<file path="src/common/ldc_pkg.sv">
// constants shared by the led dimming control core
// Functional notes
// - enable pin drives led output and aux regulator
// - floating foldback pin enables foldback, low disables
// - supply loss clears all dynamic settings
// - power-up copies stored settings into dynamic registers
// - transfer register write reloads stored settings
// - serial writes update settings immediately, except in load cycles
// - three edges of 80Hz-2kHz select external pwm
// - otherwise gate on while level exceeds ramp
// - ramp peak comes from ramp peak register
// - duty is (level minus 0.21V) over peak, clamped
// - shared pins are bus only in programming mode
// - dedicated bus pins serve programming only
// - each button press toggles full duty latch
// - full duty never beats pwm or foldback
// - 3-bit peak code, 1.55V to 2.88V
package ldc_pkg;

	// clock and timing
	localparam int unsigned LDC_CLK_HZ      = 10_000_000;            // core clock rate
	localparam int unsigned LDC_RAMP_HZ     = 200;                   // internal ramp rate
	localparam int unsigned LDC_RAMP_CYC    = LDC_CLK_HZ / LDC_RAMP_HZ;
	localparam int unsigned LDC_PWM_MIN_HZ  = 80;                    // slowest external pwm
	localparam int unsigned LDC_PWM_MAX_HZ  = 2000;                  // fastest external pwm
	localparam int unsigned LDC_PER_MAX_CYC = LDC_CLK_HZ / LDC_PWM_MIN_HZ;
	localparam int unsigned LDC_PER_MIN_CYC = (LDC_CLK_HZ + LDC_PWM_MAX_HZ - 1) / LDC_PWM_MAX_HZ;
	localparam int unsigned LDC_TMO_RAMPS   = 4;                     // ramp periods without pulses
	localparam int unsigned LDC_TMO_CYC     = LDC_TMO_RAMPS * LDC_RAMP_CYC;
	localparam int unsigned LDC_DEB_MS      = 20;                    // button settle time
	localparam int unsigned LDC_DEB_CYC     = (LDC_CLK_HZ / 1000) * LDC_DEB_MS;
	localparam int unsigned LDC_TW          = 18;                    // timer width
	localparam int unsigned LDC_EDGES       = 3;                     // edges to lock pwm mode

	// brightness levels in millivolts
	localparam int unsigned LDC_LW          = 12;                    // level width
	localparam logic [11:0] LDC_DIM_OFS_MV  = 12'h0D2;               // 0.21V offset
	localparam logic [11:0] LDC_PEAK_MV [8] = '{12'h60E, 12'h6CC, 12'h78A, 12'h848,
	                                            12'h910, 12'h9CE, 12'hA8C, 12'hB40};

	// settings register addresses and widths
	localparam logic [7:0] LDC_A_BIN        = 8'h00;                 // binning adjustment
	localparam logic [7:0] LDC_A_PEAK       = 8'h01;                 // ramp peak
	localparam logic [7:0] LDC_A_CFT        = 8'h02;                 // foldback threshold
	localparam logic [7:0] LDC_A_KNEE       = 8'h03;                 // thermal knee
	localparam logic [7:0] LDC_A_SLOPE      = 8'h04;                 // thermal slope
	localparam logic [7:0] LDC_A_CLAMP      = 8'h05;                 // thermal clamp
	localparam logic [7:0] LDC_A_XFER       = 8'h06;                 // storage transfer
	localparam logic [3:0] LDC_RST4         = 4'h0;                  // cleared value, 4 bits
	localparam logic [2:0] LDC_RST3         = 3'h0;                  // cleared value, 3 bits
	localparam logic [1:0] LDC_RST2         = 2'h0;                  // cleared value, 2 bits

	// settings load sequencer
	typedef enum logic [1:0] {
		LDC_ST_BOOT = 2'b00,                                         // power-up copy
		LDC_ST_RUN  = 2'b01,                                         // normal operation
		LDC_ST_XFER = 2'b10                                          // commanded reload
	} ldc_state_type;

endpackage

</file>
<file path="src/logic/ldc_debounce.sv">
// pushbutton synchroniser and debouncer
`timescale 1ns/10ps
module ldc_debounce
	import ldc_pkg::*;
#(
	parameter int unsigned DEB_CYC = LDC_DEB_CYC
) (
	input  wire logic clk,
	input  wire logic rst,
	input  wire logic btn_in,
	output logic      press
);
	logic [1:0]        sync_q;   // two-stage synchroniser
	logic              stable_q; // accepted button level
	logic [LDC_TW-1:0] cnt_q;    // settle counter
	logic              differ;   // raw level disagrees with accepted one

	assign differ = sync_q[1] ^ stable_q;

	// synchronise pin
	always_ff @(posedge clk) begin
		if (rst) begin
			sync_q <= 2'h0;
		end else begin
			sync_q <= {sync_q[0], btn_in};
		end
	end

	// accept a level only after it holds for the whole settle time
	always_ff @(posedge clk) begin
		if (rst) begin
			cnt_q    <= '0;
			stable_q <= 1'b0;
			press    <= 1'b0;
		end else if (!differ) begin
			cnt_q <= '0;
			press <= 1'b0;
		end else if (cnt_q >= LDC_TW'(DEB_CYC - 1)) begin
			cnt_q    <= '0;
			stable_q <= sync_q[1];
			press    <= sync_q[1];
		end else begin
			cnt_q <= cnt_q + 1'b1;
			press <= 1'b0;
		end
	end
endmodule

</file>
<file path="src/logic/ldc_top.sv">
// led dimming control core: settings, ramp dimming, pwm detect, button override
`timescale 1ns/10ps
module ldc_top
	import ldc_pkg::*;
#(
	parameter int unsigned RAMP_CYC    = LDC_RAMP_CYC,
	parameter int unsigned PER_MIN_CYC = LDC_PER_MIN_CYC,
	parameter int unsigned PER_MAX_CYC = LDC_PER_MAX_CYC,
	parameter int unsigned TMO_CYC     = LDC_TMO_CYC,
	parameter int unsigned DEB_CYC     = LDC_DEB_CYC,
	parameter bit          SHARED_PINS = 1'b1
) (
	input  wire logic              CORE_CLK,
	input  wire logic              RST,
	input  wire logic              ENABLE_PIN,
	input  wire logic              FOLDBACK_DIM_ENABLE_PIN,
	input  wire logic              BRIGHTNESS_CONTROL_INPUT,
	input  wire logic              PUSHBUTTON_INPUT,
	input  wire logic              PROG_MODE_PIN,
	input  wire logic              FOLDBACK_ACTIVE,
	input  wire logic              FOLDBACK_GATE,
	input  wire logic [LDC_LW-1:0] BRIGHTNESS_INPUT_LEVEL,
	input  wire logic              REG_WR_STB,
	input  wire logic [7:0]        REG_WR_ADDR,
	input  wire logic [7:0]        REG_WR_DATA,
	input  wire logic [3:0]        NVM_BINNING,
	input  wire logic [2:0]        NVM_RAMP_PEAK,
	input  wire logic [3:0]        NVM_CFT,
	input  wire logic [3:0]        NVM_KNEE,
	input  wire logic [1:0]        NVM_SLOPE,
	input  wire logic [2:0]        NVM_CLAMP,
	output logic                   LED_OUTPUT_EN,
	output logic                   AUX_REGULATOR_OUTPUT_EN,
	output logic                   FOLDBACK_DIM_EN,
	output logic                   LED_GATE,
	output logic                   PWM_MODE,
	output logic                   FULL_DUTY,
	output logic                   BUS_PINS_SEL,
	output logic                   THERMAL_PINS_SEL,
	output logic                   SETTINGS_VALID,
	output logic [3:0]             BINNING,
	output logic [2:0]             RAMP_PEAK_LEVEL,
	output logic [3:0]             CFT,
	output logic [3:0]             KNEE,
	output logic [1:0]             SLOPE,
	output logic [2:0]             CLAMP
);
	// pin synchronisers, first stage read only by second
	logic [4:0]          pin_s1_q;      // first stage
	logic [4:0]          pin_s2_q;      // second stage
	logic                en_s;          // enable pin
	logic                cfd_s;         // foldback enable pin
	logic                dim_s;         // brightness pulse input
	logic                prog_s;        // programming mode pin
	logic                fbg_s;         // foldback gate from analog loop

	// settings sequencer
	ldc_state_type       state_q;       // sequencer state
	ldc_state_type       state_d;       // next state
	logic                load_now;      // copy stored settings this cycle
	logic                wr_ok;         // serial write accepted

	// ramp and comparison
	logic [LDC_TW-1:0]   phase_q;       // ramp position in cycles
	logic                phase_end;     // last cycle of ramp period
	logic [11:0]         peak_mv;       // selected peak in millivolts
	logic [11:0]         above_mv;      // level above the 0.21V offset
	logic [29:0]         lhs;           // scaled level
	logic [29:0]         rhs;           // scaled ramp
	logic                dc_on;         // dc comparison result

	// pulse detector
	logic                dim_prev_q;    // previous brightness sample
	logic                dim_rise;      // rising edge seen
	logic [LDC_TW-1:0]   per_q;         // cycles since last rising edge
	logic [1:0]          edge_cnt_q;    // qualifying edges counted
	logic                per_ok;        // period within 80Hz..2kHz
	logic                timeout;       // pulses stopped
	logic                pwm_mode_q;    // external pwm selected

	// button override
	logic                press;         // debounced press pulse
	logic                full_q;        // full duty latch
	logic                fb_on;         // foldback dimming in force
	logic                gate_d;        // next led gate

	// pin map onto synchroniser vector
	assign en_s   = pin_s2_q[0];
	assign cfd_s  = pin_s2_q[1];
	assign dim_s  = pin_s2_q[2];
	assign prog_s = pin_s2_q[3];
	assign fbg_s  = pin_s2_q[4];

	// two-stage synchroniser for all pins except the pushbutton and FOLDBACK_ACTIVE
	always_ff @(posedge CORE_CLK) begin
		if (RST) begin
			pin_s1_q <= 5'h00;
			pin_s2_q <= 5'h00;
		end else begin
			pin_s1_q <= {FOLDBACK_GATE, PROG_MODE_PIN, BRIGHTNESS_CONTROL_INPUT,
			             FOLDBACK_DIM_ENABLE_PIN, ENABLE_PIN};
			pin_s2_q <= pin_s1_q;
		end
	end

	// sequencer decode
	assign load_now = (state_q != LDC_ST_RUN);
	assign wr_ok    = REG_WR_STB && (state_q == LDC_ST_RUN);

	// sequencer next state
	always_comb begin
		state_d = state_q;
		unique case (state_q)
			LDC_ST_BOOT: begin
				state_d = LDC_ST_RUN;
			end
			LDC_ST_RUN: begin
				if (wr_ok && REG_WR_ADDR == LDC_A_XFER) begin
					state_d = LDC_ST_XFER;
				end
			end
			LDC_ST_XFER: begin
				state_d = LDC_ST_RUN;
			end
			default: begin
				state_d = LDC_ST_BOOT;                                            // illegal code recovers
			end
		endcase
	end

	// sequencer state register
	always_ff @(posedge CORE_CLK) begin
		if (RST) begin
			state_q <= LDC_ST_BOOT;
		end else begin
			state_q <= state_d;
		end
	end

	// dynamic settings: cleared by reset, loaded from storage, written serially
	always_ff @(posedge CORE_CLK) begin
		if (RST) begin
			BINNING         <= LDC_RST4;
			RAMP_PEAK_LEVEL <= LDC_RST3;
			CFT             <= LDC_RST4;
			KNEE            <= LDC_RST4;
			SLOPE           <= LDC_RST2;
			CLAMP           <= LDC_RST3;
		end else if (load_now) begin
			BINNING         <= NVM_BINNING;
			RAMP_PEAK_LEVEL <= NVM_RAMP_PEAK;
			CFT             <= NVM_CFT;
			KNEE            <= NVM_KNEE;
			SLOPE           <= NVM_SLOPE;
			CLAMP           <= NVM_CLAMP;
		end else if (wr_ok) begin
			// only the low bits of each byte are kept
			unique case (REG_WR_ADDR)
				LDC_A_BIN:   BINNING         <= REG_WR_DATA[3:0];
				LDC_A_PEAK:  RAMP_PEAK_LEVEL <= REG_WR_DATA[2:0];
				LDC_A_CFT:   CFT             <= REG_WR_DATA[3:0];
				LDC_A_KNEE:  KNEE            <= REG_WR_DATA[3:0];
				LDC_A_SLOPE: SLOPE           <= REG_WR_DATA[1:0];
				LDC_A_CLAMP: CLAMP           <= REG_WR_DATA[2:0];
				default: begin
				end
			endcase
		end
	end

	// ramp phase counter, one period of the 200Hz ramp
	assign phase_end = (phase_q >= LDC_TW'(RAMP_CYC - 1));

	always_ff @(posedge CORE_CLK) begin
		if (RST || phase_end) begin
			phase_q <= '0;
		end else begin
			phase_q <= phase_q + 1'b1;
		end
	end

	// level minus offset against ramp scaled to peak; clamps fall out naturally
	assign peak_mv  = LDC_PEAK_MV[RAMP_PEAK_LEVEL];
	assign above_mv = (BRIGHTNESS_INPUT_LEVEL > LDC_DIM_OFS_MV) ?
	                  (BRIGHTNESS_INPUT_LEVEL - LDC_DIM_OFS_MV) : 12'h000;
	assign lhs      = 30'(above_mv) * 30'(RAMP_CYC);
	assign rhs      = 30'(phase_q) * 30'(peak_mv);
	assign dc_on    = (lhs > rhs);

	// pulse detector decode
	assign dim_rise = dim_s && !dim_prev_q;
	assign per_ok   = (per_q >= LDC_TW'(PER_MIN_CYC - 1)) && (per_q <= LDC_TW'(PER_MAX_CYC - 1));
	assign timeout  = (per_q >= LDC_TW'(TMO_CYC - 1));

	// period timer between rising edges, saturating
	always_ff @(posedge CORE_CLK) begin
		if (RST || dim_rise) begin
			per_q <= '0;
		end else if (!timeout) begin
			per_q <= per_q + 1'b1;
		end
	end

	// edge qualifier and mode latch
	always_ff @(posedge CORE_CLK) begin
		if (RST) begin
			dim_prev_q <= 1'b0;
			edge_cnt_q <= 2'h0;
			pwm_mode_q <= 1'b0;
		end else begin
			dim_prev_q <= dim_s;
			if (timeout) begin
				// a rise that ends a silence still counts as the first edge
				edge_cnt_q <= dim_rise ? 2'h1 : 2'h0;
				pwm_mode_q <= 1'b0;
			end else if (dim_rise) begin
				if (edge_cnt_q == 2'h0 || !per_ok) begin
					edge_cnt_q <= 2'h1;                                           // restart the count
				end else if (edge_cnt_q == 2'(LDC_EDGES - 1)) begin
					edge_cnt_q <= 2'(LDC_EDGES - 1);
					pwm_mode_q <= 1'b1;
				end else begin
					edge_cnt_q <= edge_cnt_q + 1'b1;
				end
			end
		end
	end

	// debounced pushbutton
	ldc_debounce #(
		.DEB_CYC (DEB_CYC)
	) u_btn (
		.clk    (CORE_CLK),
		.rst    (RST),
		.btn_in (PUSHBUTTON_INPUT),
		.press  (press)
	);

	// full duty latch toggles per press
	always_ff @(posedge CORE_CLK) begin
		if (RST) begin
			full_q <= 1'b0;
		end else if (press) begin
			full_q <= !full_q;
		end
	end

	// gate priority: disabled, loading, pwm, foldback, override, dc ramp
	assign fb_on  = cfd_s && FOLDBACK_ACTIVE;
	assign gate_d = (!en_s || load_now) ? 1'b0 :
	                pwm_mode_q          ? dim_s :
	                fb_on               ? (fbg_s && (full_q || dc_on)) :
	                full_q              ? 1'b1 :
	                dc_on;

	// registered outputs
	always_ff @(posedge CORE_CLK) begin
		if (RST) begin
			LED_OUTPUT_EN           <= 1'b0;
			AUX_REGULATOR_OUTPUT_EN <= 1'b0;
			FOLDBACK_DIM_EN         <= 1'b0;
			LED_GATE                <= 1'b0;
			PWM_MODE                <= 1'b0;
			FULL_DUTY               <= 1'b0;
			BUS_PINS_SEL            <= 1'b0;
			THERMAL_PINS_SEL        <= 1'b0;
			SETTINGS_VALID          <= 1'b0;
		end else begin
			LED_OUTPUT_EN           <= en_s;
			AUX_REGULATOR_OUTPUT_EN <= en_s;
			FOLDBACK_DIM_EN         <= cfd_s;
			LED_GATE                <= gate_d;
			PWM_MODE                <= pwm_mode_q;
			FULL_DUTY               <= full_q;
			BUS_PINS_SEL            <= SHARED_PINS ? prog_s : 1'b1;
			THERMAL_PINS_SEL        <= SHARED_PINS ? !prog_s : 1'b0;
			SETTINGS_VALID          <= !load_now;
		end
	end
endmodule

</file>
<file path="config.mk">
export PLATFORM = sky130hd
export DESIGN_NAME = ldc_top
export DESIGN_NICKNAME = d
export VERILOG_FILES = /design/src/common/ldc_pkg.sv /design/src/logic/ldc_debounce.sv /design/src/logic/ldc_top.sv
export SDC_FILE = /design/constraint.sdc
export NUM_CORES = 1
export LEC_CHECK = 0
export BUFFER_PORTS_ARGS = -buffer_cell sky130_fd_sc_hd__buf_2
export CORE_UTILIZATION = 45
export DETAILED_ROUTE_END_ITERATION = 8
export PLACE_DENSITY = 0.61
export REMOVE_ABC_BUFFERS = 1
export SLEW_MARGIN = 20
export SYNTH_ARGS = -nofsm -noshare
export SYNTH_HDL_FRONTEND = slang
export SYNTH_SLANG_ARGS = --single-unit
</file>
<file path="constraint.sdc">
create_clock -name CORE_CLK -period 14.6 [get_ports CORE_CLK]
set_clock_uncertainty 0.15 [all_clocks]
set_input_delay 2.19 -clock CORE_CLK [delete_from_list [all_inputs] [get_ports CORE_CLK]]
set_output_delay 2.19 -clock CORE_CLK [all_outputs]
set_load 0.02 [all_outputs]
</file>
==> results.cfg <==
[floorplanning]
dieArea_um2 = 31100
io_pins = 87
coreArea_um2 = 29800
initial_core_util = 0.459
rows = 63
die_y_um = 176
fp.dieW_um = 176

[power]
intPower_uw = 860
ir_worst_vdd_mv = 0.111
power_density_nw_per_um2 = 103
sw_frac_of_total = 0.434
comb_power_share = 0.660
clockPowerShare = 0.146
switchingPower_uw = 658
seqPwrFrac = 0.193
p_leak_nw = 7.47

[clock_network]
cts_tree = done
post_cts_buffers = 0
clockBufferDepth = 2
cts_max_level = 3
root_buffer = clkbuf_16
holdBufCountCts = 0
cts_made_buffers = 9
path_clk_slew_ns = 0.07
worst_skew_pair.late_latency_ns = 0.35
cts_sinks = 103
post_cts_resized = 0

[global_route]
grt_pass1_vias = 10400
grt_max_degree = 41
grt_first_pass_wirelength_mm = 48.3
overflow = 0
grt_use_total = 0.190
antenna_found_initial = 0

[timing]
holdWs_ns = 0.269
max_clock_freq_mhz = 107
worst_pin_slew_ns = 0.776
finalCritPeriodShare = 0.642
slew-limit-headroom = 0.470
setup-tns-final_ns = 0
grt_setup_unrepaired = false
period_needed_ns = 9.37
setup_viol = 0
finalHoldViolations = 0
finalMaxSlewViolations = 0

[layout]
final_cell_mix = inv_1, ha_1, fa_1, nor2_1, nand2_1
seqCellArea_um2 = 2060
multi_input_area_um2 = 10400
stdcell_count = 2007
antenna_cells = 0
drive_gt1_frac = 0.0761
nFillCells = 2905
final_nets = 2041
syn_to_final_growth_pct = 7.51
layout_commonest_cell = inv_1

[run]
drv_cap = 0

[logic_synthesis]
synth.distinct_cells = 60
synthesis.area_um2 = 13700
synth-seq-cells = 103
synth.avg_cell_area_um2 = 8.74
async_flop_share = 0
synthCells = 1564
synth_flop_cell = dfxtp_1
synthTopCellsByArea = fa_1, ha_1, dfxtp_1
synth-edff-count = 0
synth_top_area_frac = 0.225
ys_warn_count = 0
synth-seq-area-share = 0.151
synth_area_leader_cell = fa_1

[placed_design]
dp.cells = 1992
io_buffer_count = 82
dp_hpwl_mm = 22.0
finalWeightedCongestion = 0.808

[setup_path]
end_kind = flip-flop
cpPeakStageDelay_ns = 0.54
worstPathArrival_ns = 9.53
critical_path_class = primary input to flip-flop
required_ns = 14.75
path_max_fanout = 10
worst_setup_path_start_kind = primary input
cp_slowest_cell = a21oi_1

[route]
vias = 10200
drt_wl_total_mm = 27.8
vias_per_cell = 5.09
drcViolationCount = 0
drtIter0Drc = 419
drtPass1Iterations = 4
ant_nets = 0
wire_per_inst_um = 13.8

[worst_hold_path]
hold_path_class = flip-flop to flip-flop

[status]
status = completed
## worst max-delay path: cells and delay by family
kind | cells | cell delay [ns]
adders and majority gates | 7 | 2.44
buffers and inverters | 3 | 0.20
AOI/OAI and AO/OA | 14 | 3.23
and+or+nand+nor | 7 | 1.36
xor gates and xnor gates | 1 | 0.11
## path summary, 6_finish.rpt
kind	startpoint	endpoint	slack (ns)	depth (start not counted)
worst min register to register	pin_s2_q[3]$_SDFF_PP0_	THERMAL_PINS_SEL$_SDFF_PP0_	0.27	1
worst min-delay path	pin_s2_q[3]$_SDFF_PP0_	THERMAL_PINS_SEL$_SDFF_PP0_	0.27	1
worst max register to register	RAMP_PEAK_LEVEL[1]$_SDFFE_PP0P_	LED_GATE$_SDFF_PP0_	6.05	28
worst max-delay path	BRIGHTNESS_INPUT_LEVEL[2]	LED_GATE$_SDFF_PP0_	5.23	32
## synth_stat cells, drive strengths merged, types with 16 or more instances
library cell	instances
ha	216
a211oi	24
inv	262
nor3	16
and2	99
and3	37
nor2b	30
nor2	124
nand3	39
xnor2	40
fa	154
a21oi	47
dfxtp	103
o21ai	21
nand2	107
clkbuf	47
xor2	51
mux2i	24
## metrics by stage
stage          cell area, um^2  worst slack, ns  utilization  total power, mW
2_1_floorplan            13500             5.95            -             1.09
3_3_place_gp             14400             4.92        0.485             1.28
3_5_place_dp             14400             4.93        0.485             1.30
4_1_cts                  14700             5.27        0.493             1.54
5_1_grt                  14700             4.64        0.493             1.71
6_report                 14700             5.23        0.493             1.52
## metal layers
| metal | vias to the layer above | routed length, um | GRT usage |
|---|---|---|---|
| met5 | - | 0 | 0 |
| met4 | 0 | 333 | 0.0445 |
| met3 | 19 | 1140 | 0.0265 |
| met2 | 173 | 13000 | 0.322 |
| met1 | 4896 | 13300 | 0.257 |
| li1 | 5122 | - | - |
## logic make-up after synthesis
| kind of cell | after synthesis | share of synthesized area |
|---|---|---|
| other cells | 1 | 0.000274 |
| xor+xnor | 91 | 0.0583 |
| buf+inv | 315 | 0.0869 |
| flops | 103 | 0.151 |
| mux | 24 | 0.0176 |
| compound gates | 157 | 0.0757 |
| fa+ha+maj | 370 | 0.423 |
| simple gates | 503 | 0.187 |
## flip-flops by register name, indices dropped and copies added, names as in the netlist, 2 cells and up
signal / flops
pin_s1_q: 5
CLAMP: 3
per_q: 18
RAMP_PEAK_LEVEL: 3
SLOPE: 2
u_btn.sync_q: 2
edge_cnt_q: 2
pin_s2_q: 5
BINNING: 4
CFT: 4
u_btn.cnt_q: 18
state_q: 2
KNEE: 4
phase_q: 18
## power by group through the flow
| stage | Sequential (mW) | Combinational [mW] | Clock, mW |
|---|---|---|---|
| after global routing | 0.295 | 1.18 | 0.241 |
| after floorplan | 0.306 | 0.785 | 0 |
| final | 0.294 | 1.00 | 0.222 |
| after global placement | 0.300 | 0.983 | 0 |
| after detailed placement | 0.300 | 1.00 | 0 |
| after CTS | 0.294 | 1.01 | 0.230 |
## cell type report
cell class              count  share of cell area
clock inverters             5             0.00238
multi-input cells        1147               0.710
flip-flops and latches    103               0.140
well taps                 390              0.0332
repair buffers             90              0.0320
clock buffers              10              0.0156
inverters                 262              0.0669
Note: power is estimated with default switching activity, not from simulation.
